$ cat config.mk
export PLATFORM = sky130hd
export DESIGN_NAME = ssf_status
export DESIGN_NICKNAME = d
export VERILOG_FILES = /design/src/include/ssf_pkg.sv /design/src/ssf_edge.sv /design/src/ssf_status.sv
export SDC_FILE = /design/constraint.sdc
export NUM_CORES = 1
export LEC_CHECK = 0
export BUFFER_PORTS_ARGS = -buffer_cell sky130_fd_sc_hd__clkbuf_2
export CAP_MARGIN = 20
export CORE_MARGIN = 3
export CORE_UTILIZATION = 30
export CTS_BUF_LIST = sky130_fd_sc_hd__clkbuf_4
export DETAILED_ROUTE_END_ITERATION = 6
export GPL_TIMING_DRIVEN = 1
export SKIP_LAST_GASP = 1
export SYNTH_ARGS = -nofsm -noshare
export SYNTH_HDL_FRONTEND = slang
export SYNTH_SLANG_ARGS = --single-unit
$ cat constraint.sdc
create_clock -name ref_clk -period 1.8 [get_ports ref_clk]
set_input_delay 0.09 -clock ref_clk [delete_from_list [all_inputs] [get_ports ref_clk]]
set_output_delay 0.09 -clock ref_clk [all_outputs]
set_load 0.01 [all_outputs]
$ cat src/include/ssf_pkg.sv
// Purpose: Shared constants and carriers for the serial status flag block
// Assumes: One 125 MHz clock, synchronous active-high reset
// Notes: Register offsets are word indices on the plain register port
package ssf_pkg;
   // -----------------------------
   // Register map
   // -----------------------------
   localparam logic [3:0] ADDR_STATUS = 4'h0;
   localparam logic [3:0] ADDR_CONTROL = 4'h1;
   localparam logic [3:0] ADDR_RX_DATA = 4'h2;
   localparam logic [3:0] ADDR_TX_DATA = 4'h3;
   localparam logic [3:0] ADDR_IRQ_STATUS = 4'h4;
   localparam logic [3:0] ADDR_IRQ_MASK = 4'h5;
   // -----------------------------
   // Status bit positions
   // -----------------------------
   localparam int BIT_TX_EMPTY = 7;
   localparam int BIT_RX_FULL = 6;
   localparam int BIT_OVERRUN = 5;
   localparam int BIT_FRAMING = 4;
   // -----------------------------
   // Control bit positions
   // -----------------------------
   localparam int BIT_TX_ENABLE = 0;
   localparam int BIT_RX_ENABLE = 1;
   localparam int BIT_TWO_STOP = 2;
   localparam int BIT_SYNC_MODE = 3;
   // -----------------------------
   // Interrupt bit positions
   // -----------------------------
   localparam int IRQ_RX_FULL = 0;
   localparam int IRQ_TX_EMPTY = 1;
   localparam int IRQ_ERROR = 2;
   // -----------------------------
   // Reset values
   // -----------------------------
   localparam logic [7:0] RESET_CONTROL = 8'h00;
   localparam logic [2:0] RESET_IRQ_MASK = 3'h0;

   typedef struct packed {
      logic tx_empty;
      logic rx_full;
      logic overrun;
      logic framing;
   } ssf_flags_s;

   typedef struct packed {
      logic [3:0] addr;
      logic [7:0] wdata;
      logic wr;
      logic rd;
   } ssf_bus_s;

   typedef struct packed {
      logic done;
      logic stop1;
      logic stop2;
      logic [7:0] data;
   } ssf_rx_end_s;
endpackage

$ cat src/ssf_edge.sv
// Purpose: One sticky interrupt status bit with write-one-to-clear
// Assumes: Set and clear are single-cycle pulses on ref_clk
// Notes: Set has priority over a clear in the same cycle
`timescale 1ns/10ps
module ssf_edge (
   // Clock and reset
   input wire logic ref_clk,
   input wire logic srst,
   // Control
   input wire logic set_pulse,
   input wire logic clr_pulse,
   // Result
   output logic sticky
);
   typedef struct packed {
      logic bit_q;
   } ssf_edge_s;
   ssf_edge_s st, next_st;

   always_comb begin
      next_st = st;
      if (clr_pulse) begin
         next_st.bit_q = 1'b0;
      end
      if (set_pulse) begin
         next_st.bit_q = 1'b1;
      end
   end

   always_ff @(posedge ref_clk) begin
      if (srst) begin
         st <= '0;
      end else begin
         st <= next_st;
      end
   end

   assign sticky = st.bit_q;
endmodule

$ cat src/ssf_status.sv
// Purpose: Receive/transmit status flags, data buffers and register port
// Assumes: Shifters outside; receive end reported as a one-cycle pulse
// Notes: Flags clear by writing zero after reading them as one; controller reads clear rx_full; controller writes clear tx_empty if tx enabled and not loading
`timescale 1ns/10ps
module ssf_status #(
   parameter int DATA_W = 8
) (
   // Clock and reset
   input wire logic ref_clk,
   input wire logic srst,
   // Register port
   input wire logic [3:0] reg_addr,
   input wire logic [7:0] reg_wdata,
   input wire logic reg_wr,
   input wire logic reg_rd,
   output logic [7:0] reg_rdata,
   // Receive shifter side
   input wire logic rx_done,
   input wire logic rx_stop1,
   input wire logic rx_stop2,
   input wire logic [DATA_W-1:0] receive_shifter,
   output logic rx_allowed,
   // Transmit shifter side
   input wire logic tx_load,
   output logic [DATA_W-1:0] transmit_buffer,
   output logic tx_allowed,
   // Transfer controller side
   input wire logic ctl_rx_read,
   input wire logic ctl_tx_write,
   input wire logic [DATA_W-1:0] ctl_tx_data,
   output logic [DATA_W-1:0] ctl_rx_data,
   // Interrupt requests
   output logic receive_full_irq,
   output logic transmit_empty_irq,
   output logic irq
);
   if (DATA_W != 8) begin : g_width_check
      $error("ssf_status supports an 8-bit character only");
   end

   typedef struct packed {
      ssf_pkg::ssf_flags_s flags;
      ssf_pkg::ssf_flags_s seen;
      logic [7:0] serial_control_reg;
      logic [DATA_W-1:0] receive_buffer;
      logic [DATA_W-1:0] tx_buf;
      logic [7:0] rdata;
      logic [2:0] irq_mask;
   } ssf_state_s;

   ssf_state_s st, next_st;
   ssf_pkg::ssf_bus_s bus;
   ssf_pkg::ssf_rx_end_s rx_end;
   logic rx_halt;
   logic stop_ok;
   logic rx_err_evt;
   logic irq_clr_wr;
   logic [2:0] irq_sticky;
   logic [2:0] irq_set;
   logic receive_enable_bit;
   logic transmit_enable_bit;
   logic two_stop;
   logic sync_mode;

   assign bus = '{addr: reg_addr, wdata: reg_wdata, wr: reg_wr, rd: reg_rd};
   assign rx_end = '{done: rx_done, stop1: rx_stop1, stop2: rx_stop2, data: receive_shifter};
   assign receive_enable_bit = st.serial_control_reg[ssf_pkg::BIT_RX_ENABLE];
   assign transmit_enable_bit = st.serial_control_reg[ssf_pkg::BIT_TX_ENABLE];
   assign two_stop = st.serial_control_reg[ssf_pkg::BIT_TWO_STOP];
   assign sync_mode = st.serial_control_reg[ssf_pkg::BIT_SYNC_MODE];

   // -----------------------------
   // Receive gating
   // -----------------------------
   // Second stop bit deliberately unused even in two-stop mode
   assign stop_ok = rx_end.stop1 | (two_stop & 1'b0);
   assign rx_halt = st.flags.framing | st.flags.overrun;
   assign rx_allowed = receive_enable_bit & ~rx_halt;
   assign tx_allowed = transmit_enable_bit & ~(sync_mode & rx_halt);
   assign rx_err_evt = rx_end.done & receive_enable_bit & ~rx_halt & (~stop_ok | st.flags.rx_full);

   // -----------------------------
   // Flag and register update
   // -----------------------------
   always_comb begin
      next_st = st;
      next_st.rdata = 8'h00;
      if (bus.rd) begin
         unique case (bus.addr)
            ssf_pkg::ADDR_STATUS: begin
               next_st.rdata = {st.flags, 4'h0};
               next_st.seen = st.flags;
            end
            ssf_pkg::ADDR_CONTROL: next_st.rdata = st.serial_control_reg;
            ssf_pkg::ADDR_RX_DATA: next_st.rdata = st.receive_buffer;
            ssf_pkg::ADDR_TX_DATA: next_st.rdata = st.tx_buf;
            ssf_pkg::ADDR_IRQ_STATUS: next_st.rdata = {5'h00, irq_sticky};
            ssf_pkg::ADDR_IRQ_MASK: next_st.rdata = {5'h00, st.irq_mask};
            default: next_st.rdata = 8'h00;
         endcase
      end
      if (bus.wr) begin
         unique case (bus.addr)
            ssf_pkg::ADDR_STATUS: begin
               // Zero clears only a flag already read as one; ones ignored
               if (!bus.wdata[ssf_pkg::BIT_TX_EMPTY] && st.seen.tx_empty) next_st.flags.tx_empty = 1'b0;
               if (!bus.wdata[ssf_pkg::BIT_RX_FULL] && st.seen.rx_full) next_st.flags.rx_full = 1'b0;
               if (!bus.wdata[ssf_pkg::BIT_OVERRUN] && st.seen.overrun) next_st.flags.overrun = 1'b0;
               if (!bus.wdata[ssf_pkg::BIT_FRAMING] && st.seen.framing) next_st.flags.framing = 1'b0;
               next_st.seen = '0;
            end
            ssf_pkg::ADDR_CONTROL: next_st.serial_control_reg = {4'h0, bus.wdata[3:0]};
            ssf_pkg::ADDR_TX_DATA: next_st.tx_buf = bus.wdata;
            ssf_pkg::ADDR_IRQ_MASK: next_st.irq_mask = bus.wdata[2:0];
            default: ;
         endcase
      end
      if (ctl_tx_write) begin
         next_st.tx_buf = ctl_tx_data;
         next_st.flags.tx_empty = 1'b0;
      end
      if (ctl_rx_read) begin
         next_st.flags.rx_full = 1'b0;
      end
      if (!transmit_enable_bit || tx_load) begin
         next_st.flags.tx_empty = 1'b1;
      end
      // Disabled receiver touches nothing here
      if (rx_end.done && receive_enable_bit && !rx_halt) begin
         if (st.flags.rx_full) begin
            next_st.flags.overrun = 1'b1;
         end else if (!stop_ok) begin
            next_st.flags.framing = 1'b1;
            next_st.receive_buffer = rx_end.data;
         end else begin
            next_st.receive_buffer = rx_end.data;
            next_st.flags.rx_full = 1'b1;
         end
      end
   end

   always_ff @(posedge ref_clk) begin
      if (srst) begin
         st <= '0;
         st.flags.tx_empty <= 1'b1;
         st.serial_control_reg <= ssf_pkg::RESET_CONTROL;
         st.irq_mask <= ssf_pkg::RESET_IRQ_MASK;
      end else begin
         st <= next_st;
      end
   end

   // -----------------------------
   // Interrupts
   // -----------------------------
   assign irq_clr_wr = bus.wr && (bus.addr == ssf_pkg::ADDR_IRQ_STATUS);
   assign irq_set = {rx_err_evt, next_st.flags.tx_empty & ~st.flags.tx_empty,
                     next_st.flags.rx_full & ~st.flags.rx_full};

   for (genvar i = 0; i < 3; i++) begin : g_irq
      ssf_edge u_bit (
         .ref_clk(ref_clk),
         .srst(srst),
         .set_pulse(irq_set[i]),
         .clr_pulse(irq_clr_wr & bus.wdata[i]),
         .sticky(irq_sticky[i])
      );
   end

   assign irq = |(irq_sticky & st.irq_mask);
   assign receive_full_irq = st.flags.rx_full;
   assign transmit_empty_irq = st.flags.tx_empty & transmit_enable_bit;
   assign reg_rdata = st.rdata;
   assign transmit_buffer = st.tx_buf;
   assign ctl_rx_data = st.receive_buffer;
endmodule

==> results of run 1 <==
==> worst max-delay path by stage <==
stage	startpoint	end	slack, ps	cells past startpoint
after floorplan	reg_addr[1]	st[42]$_SDFF_PP1_	300	5
after global routing	st[39]$_SDFF_PP0_	ctl_rx_data[0]$_SDFFE_PP0P_	150	4
after detailed placement	reg_wr	st[42]$_SDFF_PP1_	190	4
final	st[39]$_SDFF_PP0_	ctl_rx_data[0]$_SDFFE_PP0P_	280	4
after global placement	reg_wr	st[42]$_SDFF_PP1_	210	4
after CTS	st[39]$_SDFF_PP0_	ctl_rx_data[7]$_SDFFE_PP0P_	280	4
==> cells in the final DEF, fill, tap and decap left out, drive strengths merged, types with 3 or more instances in the layout <==
cell type,count
a21oi,22
a221oi,8
a22oi,5
a31o,8
a31oi,12
a32oi,3
and2,4
and3b,7
buf,11
clkbuf,71
dfxtp,42
dlygate4sd3,18
inv,20
mux2,8
nand2,3
nand2b,11
nand3,9
nor2,9
nor2b,5
o21ai,20
o31ai,3
o32ai,4
or4,3
==> kinds of logic (layout without fill, tap and decap cells) <==
logic type / after synthesis / after routing / synth area share
AND/OR/NAND/NOR: 62 / 62 / 0.172
AO/OA/AOI/OAI: 90 / 90 / 0.264
buffers and inverters: 65 / 122 / 0.150
flip-flops: 42 / 42 / 0.374
multiplexers: 8 / 8 / 0.0400
==> metrics by stage <==
step                hold WS (ps)  cell area (µm²)
finish                      25.6             2750
floorplan                    235             2250
global placement             324             2520
CTS                         12.2             2750
global route                30.7             2750
detailed placement           327             2520
==> report_power, final <==
part           internal (mW)  switching, mW
combinational          0.120          0.138
clock                  0.162          0.306
sequential             0.947         0.0155
==> routing by layer <==
| metal | up-vias | track usage |
|---|---|---|
| met3 | 11 | 0.0406 |
| met1 | 992 | 0.213 |
| met4 | 0 | 0.0507 |
| met5 | - | 0 |
| met2 | 83 | 0.253 |
| li1 | 1060 | - |
==> Yosys cell counts (2+ instances only) <==
| cell | number | area share |
|---|---|---|
| nor2b_1 | 5 | 0.014 |
| a21oi_1 | 22 | 0.049 |
| nand2b_1 | 11 | 0.031 |
| dfxtp_1 | 42 | 0.37 |
| and2_1 | 3 | 0.0083 |
| nor3b_1 | 2 | 0.0067 |
| o31ai_1 | 3 | 0.010 |
| a221oi_1 | 8 | 0.031 |
| buf_1 | 2 | 0.0033 |
| inv_1 | 20 | 0.033 |
| a32oi_1 | 3 | 0.012 |
| a31o_2 | 8 | 0.031 |
| mux2_2 | 8 | 0.040 |
| a22oi_1 | 5 | 0.017 |
| nor2_1 | 9 | 0.015 |
| or4_1 | 3 | 0.010 |
| nand2_1 | 3 | 0.0050 |
| clkbuf_1 | 17 | 0.028 |
| buf_4 | 24 | 0.080 |
| a31oi_1 | 12 | 0.033 |
| and3b_1 | 7 | 0.027 |
| nand3_1 | 9 | 0.020 |
| buf_2 | 2 | 0.0044 |
| o21ai_0 | 20 | 0.044 |
| or2_2 | 2 | 0.0056 |
| o32ai_1 | 4 | 0.016 |
==> critical path, cell delays in order, from the launching register on <==
cell and delay (ps):
dfxtp_1 400, nor4bb_1 290, buf_4 230, and2_1 360
a31o_2 200
==> cell type report <==
type	count	area (µm²)
fillers	761	4270
multi-input cells	160	1070
flip-flops and latches	42	841
repair buffers	94	588
well taps	96	120
inverters	20	75.1
clock buffers	6	45.0
clock inverters	2	8.76
==> state kept, by name (all words and copies together) (netlist names) <==
name and count:
ctl_rx_data 8, receive_enable_bit 1, g_irq.u_bit.sticky 3, transmit_buffer 8, st 13, receive_full_irq 1
reg_rdata 8
==> out/metrics.csv, run 1 <==
metric,value,unit
grt_antenna_before_repair,0,
ys.flop_type,dfxtp_1,
fin_nets,361,
start_util,0.320,
antenna_left,0,
synth_edf_count,0,
min_period,1520,ps
slew_violations,0,
die_h,92.6,µm
portBuffers,65,
n_antenna_cell,0,
ys_seq_area_frac,0.374,
rsz0062_at_grt,false,
tightest_slew,395,ps
postCtsHoldBufs,18,
async_flop_share,0,
io-pin-count,67,
reg2reg_slack,280,ps
crit_fanout,12,
dr_wl_met2,3090,µm
fmax,659,MHz
r2r_cells,4,
wl_per_cell,16.0,µm
status,"complete, no violations",
min_to,receive_enable_bit$_SDFFE_PP0P_,
worst_setup_path_start_kind,flop,
p_per_area,614,nW/µm²
critPathKind,reg -> reg,
grt_pass1_wl,10700,µm
drc,0,
netlist_area,2250,µm²
grt_use_total,0.160,
dieArea,8570,µm²
synth_area_per_cell,8.43,µm²
min_path_cells,3,
clk_pin_slew,130,ps
hold_viol,0,
syn_inst,267,
cts.path.max_buffers,2,
cp-end-kind,flop,
dpl.hpwl,4890,µm
htree_levels,2,
ir_drop,0.231,mV
root_buffer,clkbuf_4,
drive_above_1_share,0.318,
cts_tree,built,
grt_max_degree,37,
overflow,0,
r2r-end,ctl_rx_data[0]$_SDFFE_PP0P_,
dp_slack,191,ps
final_cells,420,
p_total,1.69,mW
skew,10.4,ps
cts_sinks,42,
met3_length,554,µm
p_leak,1.16,nW
wl_met1,2970,µm
floorplan.rows,30,
finish.utilization,0.392,
area_delta_synth_final,22.2,%
top_layer_used,met4,
syn_nets,305,
routed_via_density,5.11,
place_congestion,0.803,
hp-class,in -> reg,
dr.first_iter.drc_count,98,
clk_latency,360,ps
required,2110,ps
core,7020,µm²
cts_resized,0,
synth_warnings,0,
fin_ws,282,ps
yosys_register_bits,42,
dpl.cell_count,394,
crit_arrival,1820,ps
setup_viol,0,
die_x,92.6,µm
synth_cell_types,39,
routed_wirelength,6740,µm
period_share,0.843,
max-slew-margin-rel,0.736,
first_global_vias,2074,
cts_buffers,5,
worstHoldStart,reg_wdata[1],
fin_tns_setup,0,ps
vias,2146,
post_cts_buffers,0,
dr.pass1.iters,4,
max_cap_violations,0,
r2r-start,st[39]$_SDFF_PP0_,
Note: power is estimated with default switching activity, not from simulation.
==> run 2: changes to the inputs <==
==> constraint.sdc (replaced) <==
create_clock -name ref_clk -period 1.4 [get_ports ref_clk]
set_input_delay 0.07 -clock ref_clk [delete_from_list [all_inputs] [get_ports ref_clk]]
set_output_delay 0.07 -clock ref_clk [all_outputs]
set_load 0.01 [all_outputs]
==> run 2 against run 1 <==
  * Global-route usage up 0.26 points
  * Critical path depth unchanged
  * First-iteration DRC count up 17%
  * Sequential power up 29%
  * Via count up 1.1%
  * Non-clock buffer count up 16
  * Worst hold slack worse by 1.2 ps
  * Die area unchanged
  * Critical endpoint is now tx_allowed
==> out/metrics.csv, run 2 (same netlist as run 1, synthesis figures left out) <==
metric,value,unit
hold_viol,0,
place_congestion,0.809,
min_period,1350,ps
setup_viol,0,
p_total,2.17,mW
dpl.hpwl,5080,µm
final_common_cell,clkbuf_2,
status,"complete, no violations",
die_h,92.6,µm
placed_area,2610,µm²
crit_fanout,5,
routed_wirelength,6750,µm
floorplan.rows,30,
tightest_slew,360,ps
cts_tree,built,
hp-class,in -> reg,
cts_sinks,42,
grt_use_total,0.163,
skew,9.35,ps
root_buffer,clkbuf_4,
max-slew-margin-rel,0.760,
clk_latency,360,ps
fmax,738,MHz
routed_via_density,4.99,
clk_pin_slew,120,ps
portBuffers,65,
worst_setup_path_start_kind,flop,
wl_per_cell,15.5,µm
grt_pass1_wl,11000,µm
dieArea,8570,µm²
dpl.cell_count,404,
timing.hold.ws,24.4,ps
final_cell_mix,"63 x clkbuf_2, 38 x dfxtp_1, 24 x buf_4",
drive_above_1_share,0.366,
cts.path.max_buffers,2,
ir_drop,0.264,mV
max_cap_violations,0,
cp-end-kind,output port,
p_leak,1.26,nW
largest_reg_flops,13,
period_share,0.967,
die_x,92.6,µm
drc,0,
p_per_area,745,nW/µm²
n_antenna_cell,0,
cts_buffers,5,
reg2reg_slack,70,ps
antenna_left,0,
fin_area,2910,µm²
overflow,0,
area_delta_synth_final,29.4,%
dr.first_iter.drc_count,115,
required,1330,ps
dr.pass1.iters,4,
slew_violations,0,
grt_max_degree,37,
final_cells,435,
regMostFlops,st,
htree_levels,2,
rsz0062_at_grt,true,
fin_nets,377,
critPathKind,reg -> out,
start_util,0.320,
io-pin-count,67,
vias,2169,
core,7020,µm²
first_global_vias,2170,
fillers,728,
fin_tns_setup,0,ps
crit_arrival,1280,ps
grt_antenna_before_repair,0,
==> run 2: final timing paths <==
check	startpoint	end	cells past startpoint
setup / recovery	st[39]$_SDFF_PP0_	tx_allowed	4
setup reg to reg	st[38]$_SDFF_PP0_	st[42]$_SDFF_PP1_	3
hold / removal	reg_wdata[0]	st[27]$_SDFFE_PP0P_	3
hold reg to reg	st[29]$_SDFFE_PP0P_	st[29]$_SDFFE_PP0P_	2
==> run 2: final cells by class <==
class,instances,area (µm²),share of cell area
multi-input combinational,160,1090,0.374
timing repair buffer,110,732,0.252
clock inverter,2,10.0,0.00344
inverter,20,75.1,0.0258
sequential,42,846,0.291
clock buffer,5,37.5,0.0129
tap,96,120,0.0413
==> run 2: where the power goes <==
group	leakage (nW)	switching (mW)	internal [mW]
Combinational	0.883	0.181	0.171
Sequential	0.343	0.0183	1.22
Clock	0.0308	0.399	0.181
Total	1.26	0.599	1.57
==> run 2: per-stage QoR <==
| step | setup slack, ps | util |
|---|---|---|
| finish | 45.9 | 0.415 |
| global route | -43.0 | 0.415 |
| CTS | 10.2 | 0.407 |
| detailed placement | -112 | 0.371 |
| global placement | -78.3 | 0.371 |
| floorplan | 11.6 | - |
==> run 2: timing repair <==
item | CTS | global route
pin swaps | 0 | 1
hold buffers | 20 | 0
gates resized for setup | 1 | 10
hold endpoints to repair | 21 | 0
endpoints found under the setup margin | 1 | 12
setup buffers | 0 | 4
==> run 2: critical path, stage by stage (launching register included) <==
cell and delay (ps):
dfxtp_2 350, buf_4 160, o21ai_2 150, and2_1 140, buf_2 130
==> run 2: routing by layer <==
metal / routed length [µm] / part of all wire / GRT usage
met4: 76 / 0.011 / 0.0446
met2: 3210 / 0.48 / 0.281
met3: 385 / 0.057 / 0.0309
met5: 0 / 0 / 0
met1: 3070 / 0.46 / 0.206
==> run 3: changes to the inputs <==
--- a/config.mk
+++ b/config.mk
@@ -12,6 +12,7 @@
 export CTS_BUF_LIST = sky130_fd_sc_hd__clkbuf_4
 export DETAILED_ROUTE_END_ITERATION = 6
 export GPL_TIMING_DRIVEN = 1
+export REMOVE_ABC_BUFFERS = 1
 export SKIP_LAST_GASP = 1
 export SYNTH_ARGS = -nofsm -noshare
 export SYNTH_HDL_FRONTEND = slang
==> run 3 against run 2 <==
  * Register-to-register slack worse by 40 ps
  * First-iteration DRC count grew 15%
  * Largest cell class unchanged
  * Worst setup slack worse by 11 ps
  * Clock power up 35%
  * Largest power group unchanged
  * Worst hold slack worse by 21 ps
  * Non-clock buffer count shrank 5
  * Total power grew 9.1%
  * Routed wire length down 0.10%
==> out/metrics.csv, run 3 (same netlist as run 1, synthesis figures left out) <==
metric,value,unit
crit_path_max_incr_delay,510,ps
cp-end-kind,flop,
final_cells,431,
routed_wirelength,6740,µm
core,7020,µm²
floorplan.rows,30,
slew_violations,0,
p_sw,0.611,mW
wl_per_cell,15.6,µm
rsz0062_at_grt,true,
min_period,1370,ps
dpl.hpwl,5010,µm
clk_pin_slew,130,ps
regMostFlops,st,
max-slew-margin-rel,0.727,
hold_viol,0,
worstHoldStart,reg_wdata[1],
use_met3,0.0333,
crit_arrival,1620,ps
vias,2200,
overflow,0,
placed_area,2620,µm²
critPathTopFamily,simple AND/OR/NAND/NOR gates,
met1_usage,0.221,
path_cells,inv_1 -> or4_1 -> a311o_1,
root_buffer,clkbuf_4,
grt_max_degree,37,
htree_levels,2,
antenna_left,0,
dpl.cell_count,404,
drc,0,
first_global_vias,2163,
cts_sinks,42,
fin_area,2900,µm²
status,"complete, no violations",
dieArea,8570,µm²
place_congestion,0.829,
routed_via_density,5.10,
grt_pass1_wl,10900,µm
clkPwrFrac,0.331,
start_util,0.320,
final_cell_mix,"65 x clkbuf_2, 41 x dfxtp_1, 22 x a21oi_1",
dr.pass1.iters,4,
use_met2,0.266,
io-pin-count,67,
grt_busiest_layer,met2,
period_share,0.975,
r2r_cells,3,
n_antenna_cell,0,
portBuffers,65,
clk_latency,360,ps
p_total,2.37,mW
fillers,724,
grt_antenna_before_repair,0,
die_x,92.6,µm
reg2reg_slack,30,ps
cts_buffers,5,
tightest_slew,409,ps
fmax,733,MHz
cp_slowest_cell,or4_1,
max_cap_violations,0,
required,1660,ps
r2r-start,st[38]$_SDFF_PP0_,
critPathKind,reg -> reg,
ir_drop,0.290,mV
p_int,1.76,mW
drive_above_1_share,0.349,
timing.hold.ws,2.89,ps
p_leak,1.24,nW
die_h,92.6,µm
post_cts_buffers,0,
worst_setup_path_start_kind,flop,
final_common_cell,clkbuf_2,
p_comb_frac,0.148,
hp-class,in -> reg,
cts_tree,built,
grt_use_total,0.163,
crit_fanout,2,
p_seq_frac,0.521,
fin_ws,34.9,ps
min_path_cells,3,
finish.utilization,0.413,
skew,8.94,ps
largest_reg_flops,13,
critical_path_buf_inv_count,1,
setup_viol,0,
p_per_area,816,nW/µm²
min_to,st[1]$_SDFFE_PP0P_,
fin_nets,372,
area_delta_synth_final,29.0,%
swShare,0.258,
dp_slack,-145,ps
cts.path.max_buffers,2,
dr.first_iter.drc_count,132,
fin_tns_setup,0,ps
r2r-end,st[42]$_SDFF_PP1_,
-- run 3: tightest hold or removal path: cells and delay by family --
kind / cells / cell delay, ps
AND/OR/NAND/NOR: 1 / 80
AO/OA/AOI/OAI: 1 / 50
buffers and inverters: 1 / 130
-- run 3: area by class of cell --
| class | instances | area (µm²) | share of cell area |
|---|---|---|---|
| Clock inverter | 3 | 40.0 | 0.0138 |
| Tap cell | 96 | 120 | 0.0414 |
| Sequential cell | 42 | 842 | 0.290 |
| Multi-Input combinational cell | 160 | 1090 | 0.375 |
| Inverter | 20 | 75.1 | 0.0259 |
| Clock buffer | 5 | 37.5 | 0.0129 |
| Timing Repair Buffer | 105 | 698 | 0.241 |
-- run 3: layer usage --
layer / vias to the layer above / wire (µm)
li1: 1079 / -
met1: 1034 / 3100
met2: 81 / 3100
met3: 6 / 475
met4: 0 / 63
met5: - / 0
-- run 3: what timing repair did --
item | in CTS | in global routing
gates resized for setup | 1 | 4
endpoints found under the setup margin | 1 | 3
hold endpoints to repair | 20 | 0
pin swaps | 0 | 1
hold buffers | 19 | 0
-- run 3: how the worst max path moves through the flow --
stage                                  from                          end  slack (ps)  cells after the start
after floorplan           st[39]$_SDFF_PP0_  ctl_rx_data[0]$_SDFFE_PP0P_        -470                      3
after global placement          reg_addr[2]            st[42]$_SDFF_PP1_        -120                      4
after detailed placement        reg_addr[2]            st[42]$_SDFF_PP1_        -150                      4
after CTS                 st[39]$_SDFF_PP0_                   tx_allowed          30                      4
after global routing      st[39]$_SDFF_PP0_                   tx_allowed         -30                      4
final                     st[38]$_SDFF_PP0_            st[42]$_SDFF_PP1_          30                      3
-- run 3: power by group through the flow --
| stage | Clock (mW) | Sequential [mW] | Combinational [mW] |
|---|---|---|---|
| 2_1_floorplan | 0 | 1.26 | 0.107 |
| 4_1_cts | 0.801 | 1.23 | 0.349 |
| 3_5_place_dp | 0 | 1.26 | 0.306 |
| 6_report | 0.783 | 1.23 | 0.350 |
| 3_3_place_gp | 0 | 1.26 | 0.306 |
| 5_1_grt | 0.864 | 1.24 | 0.383 |
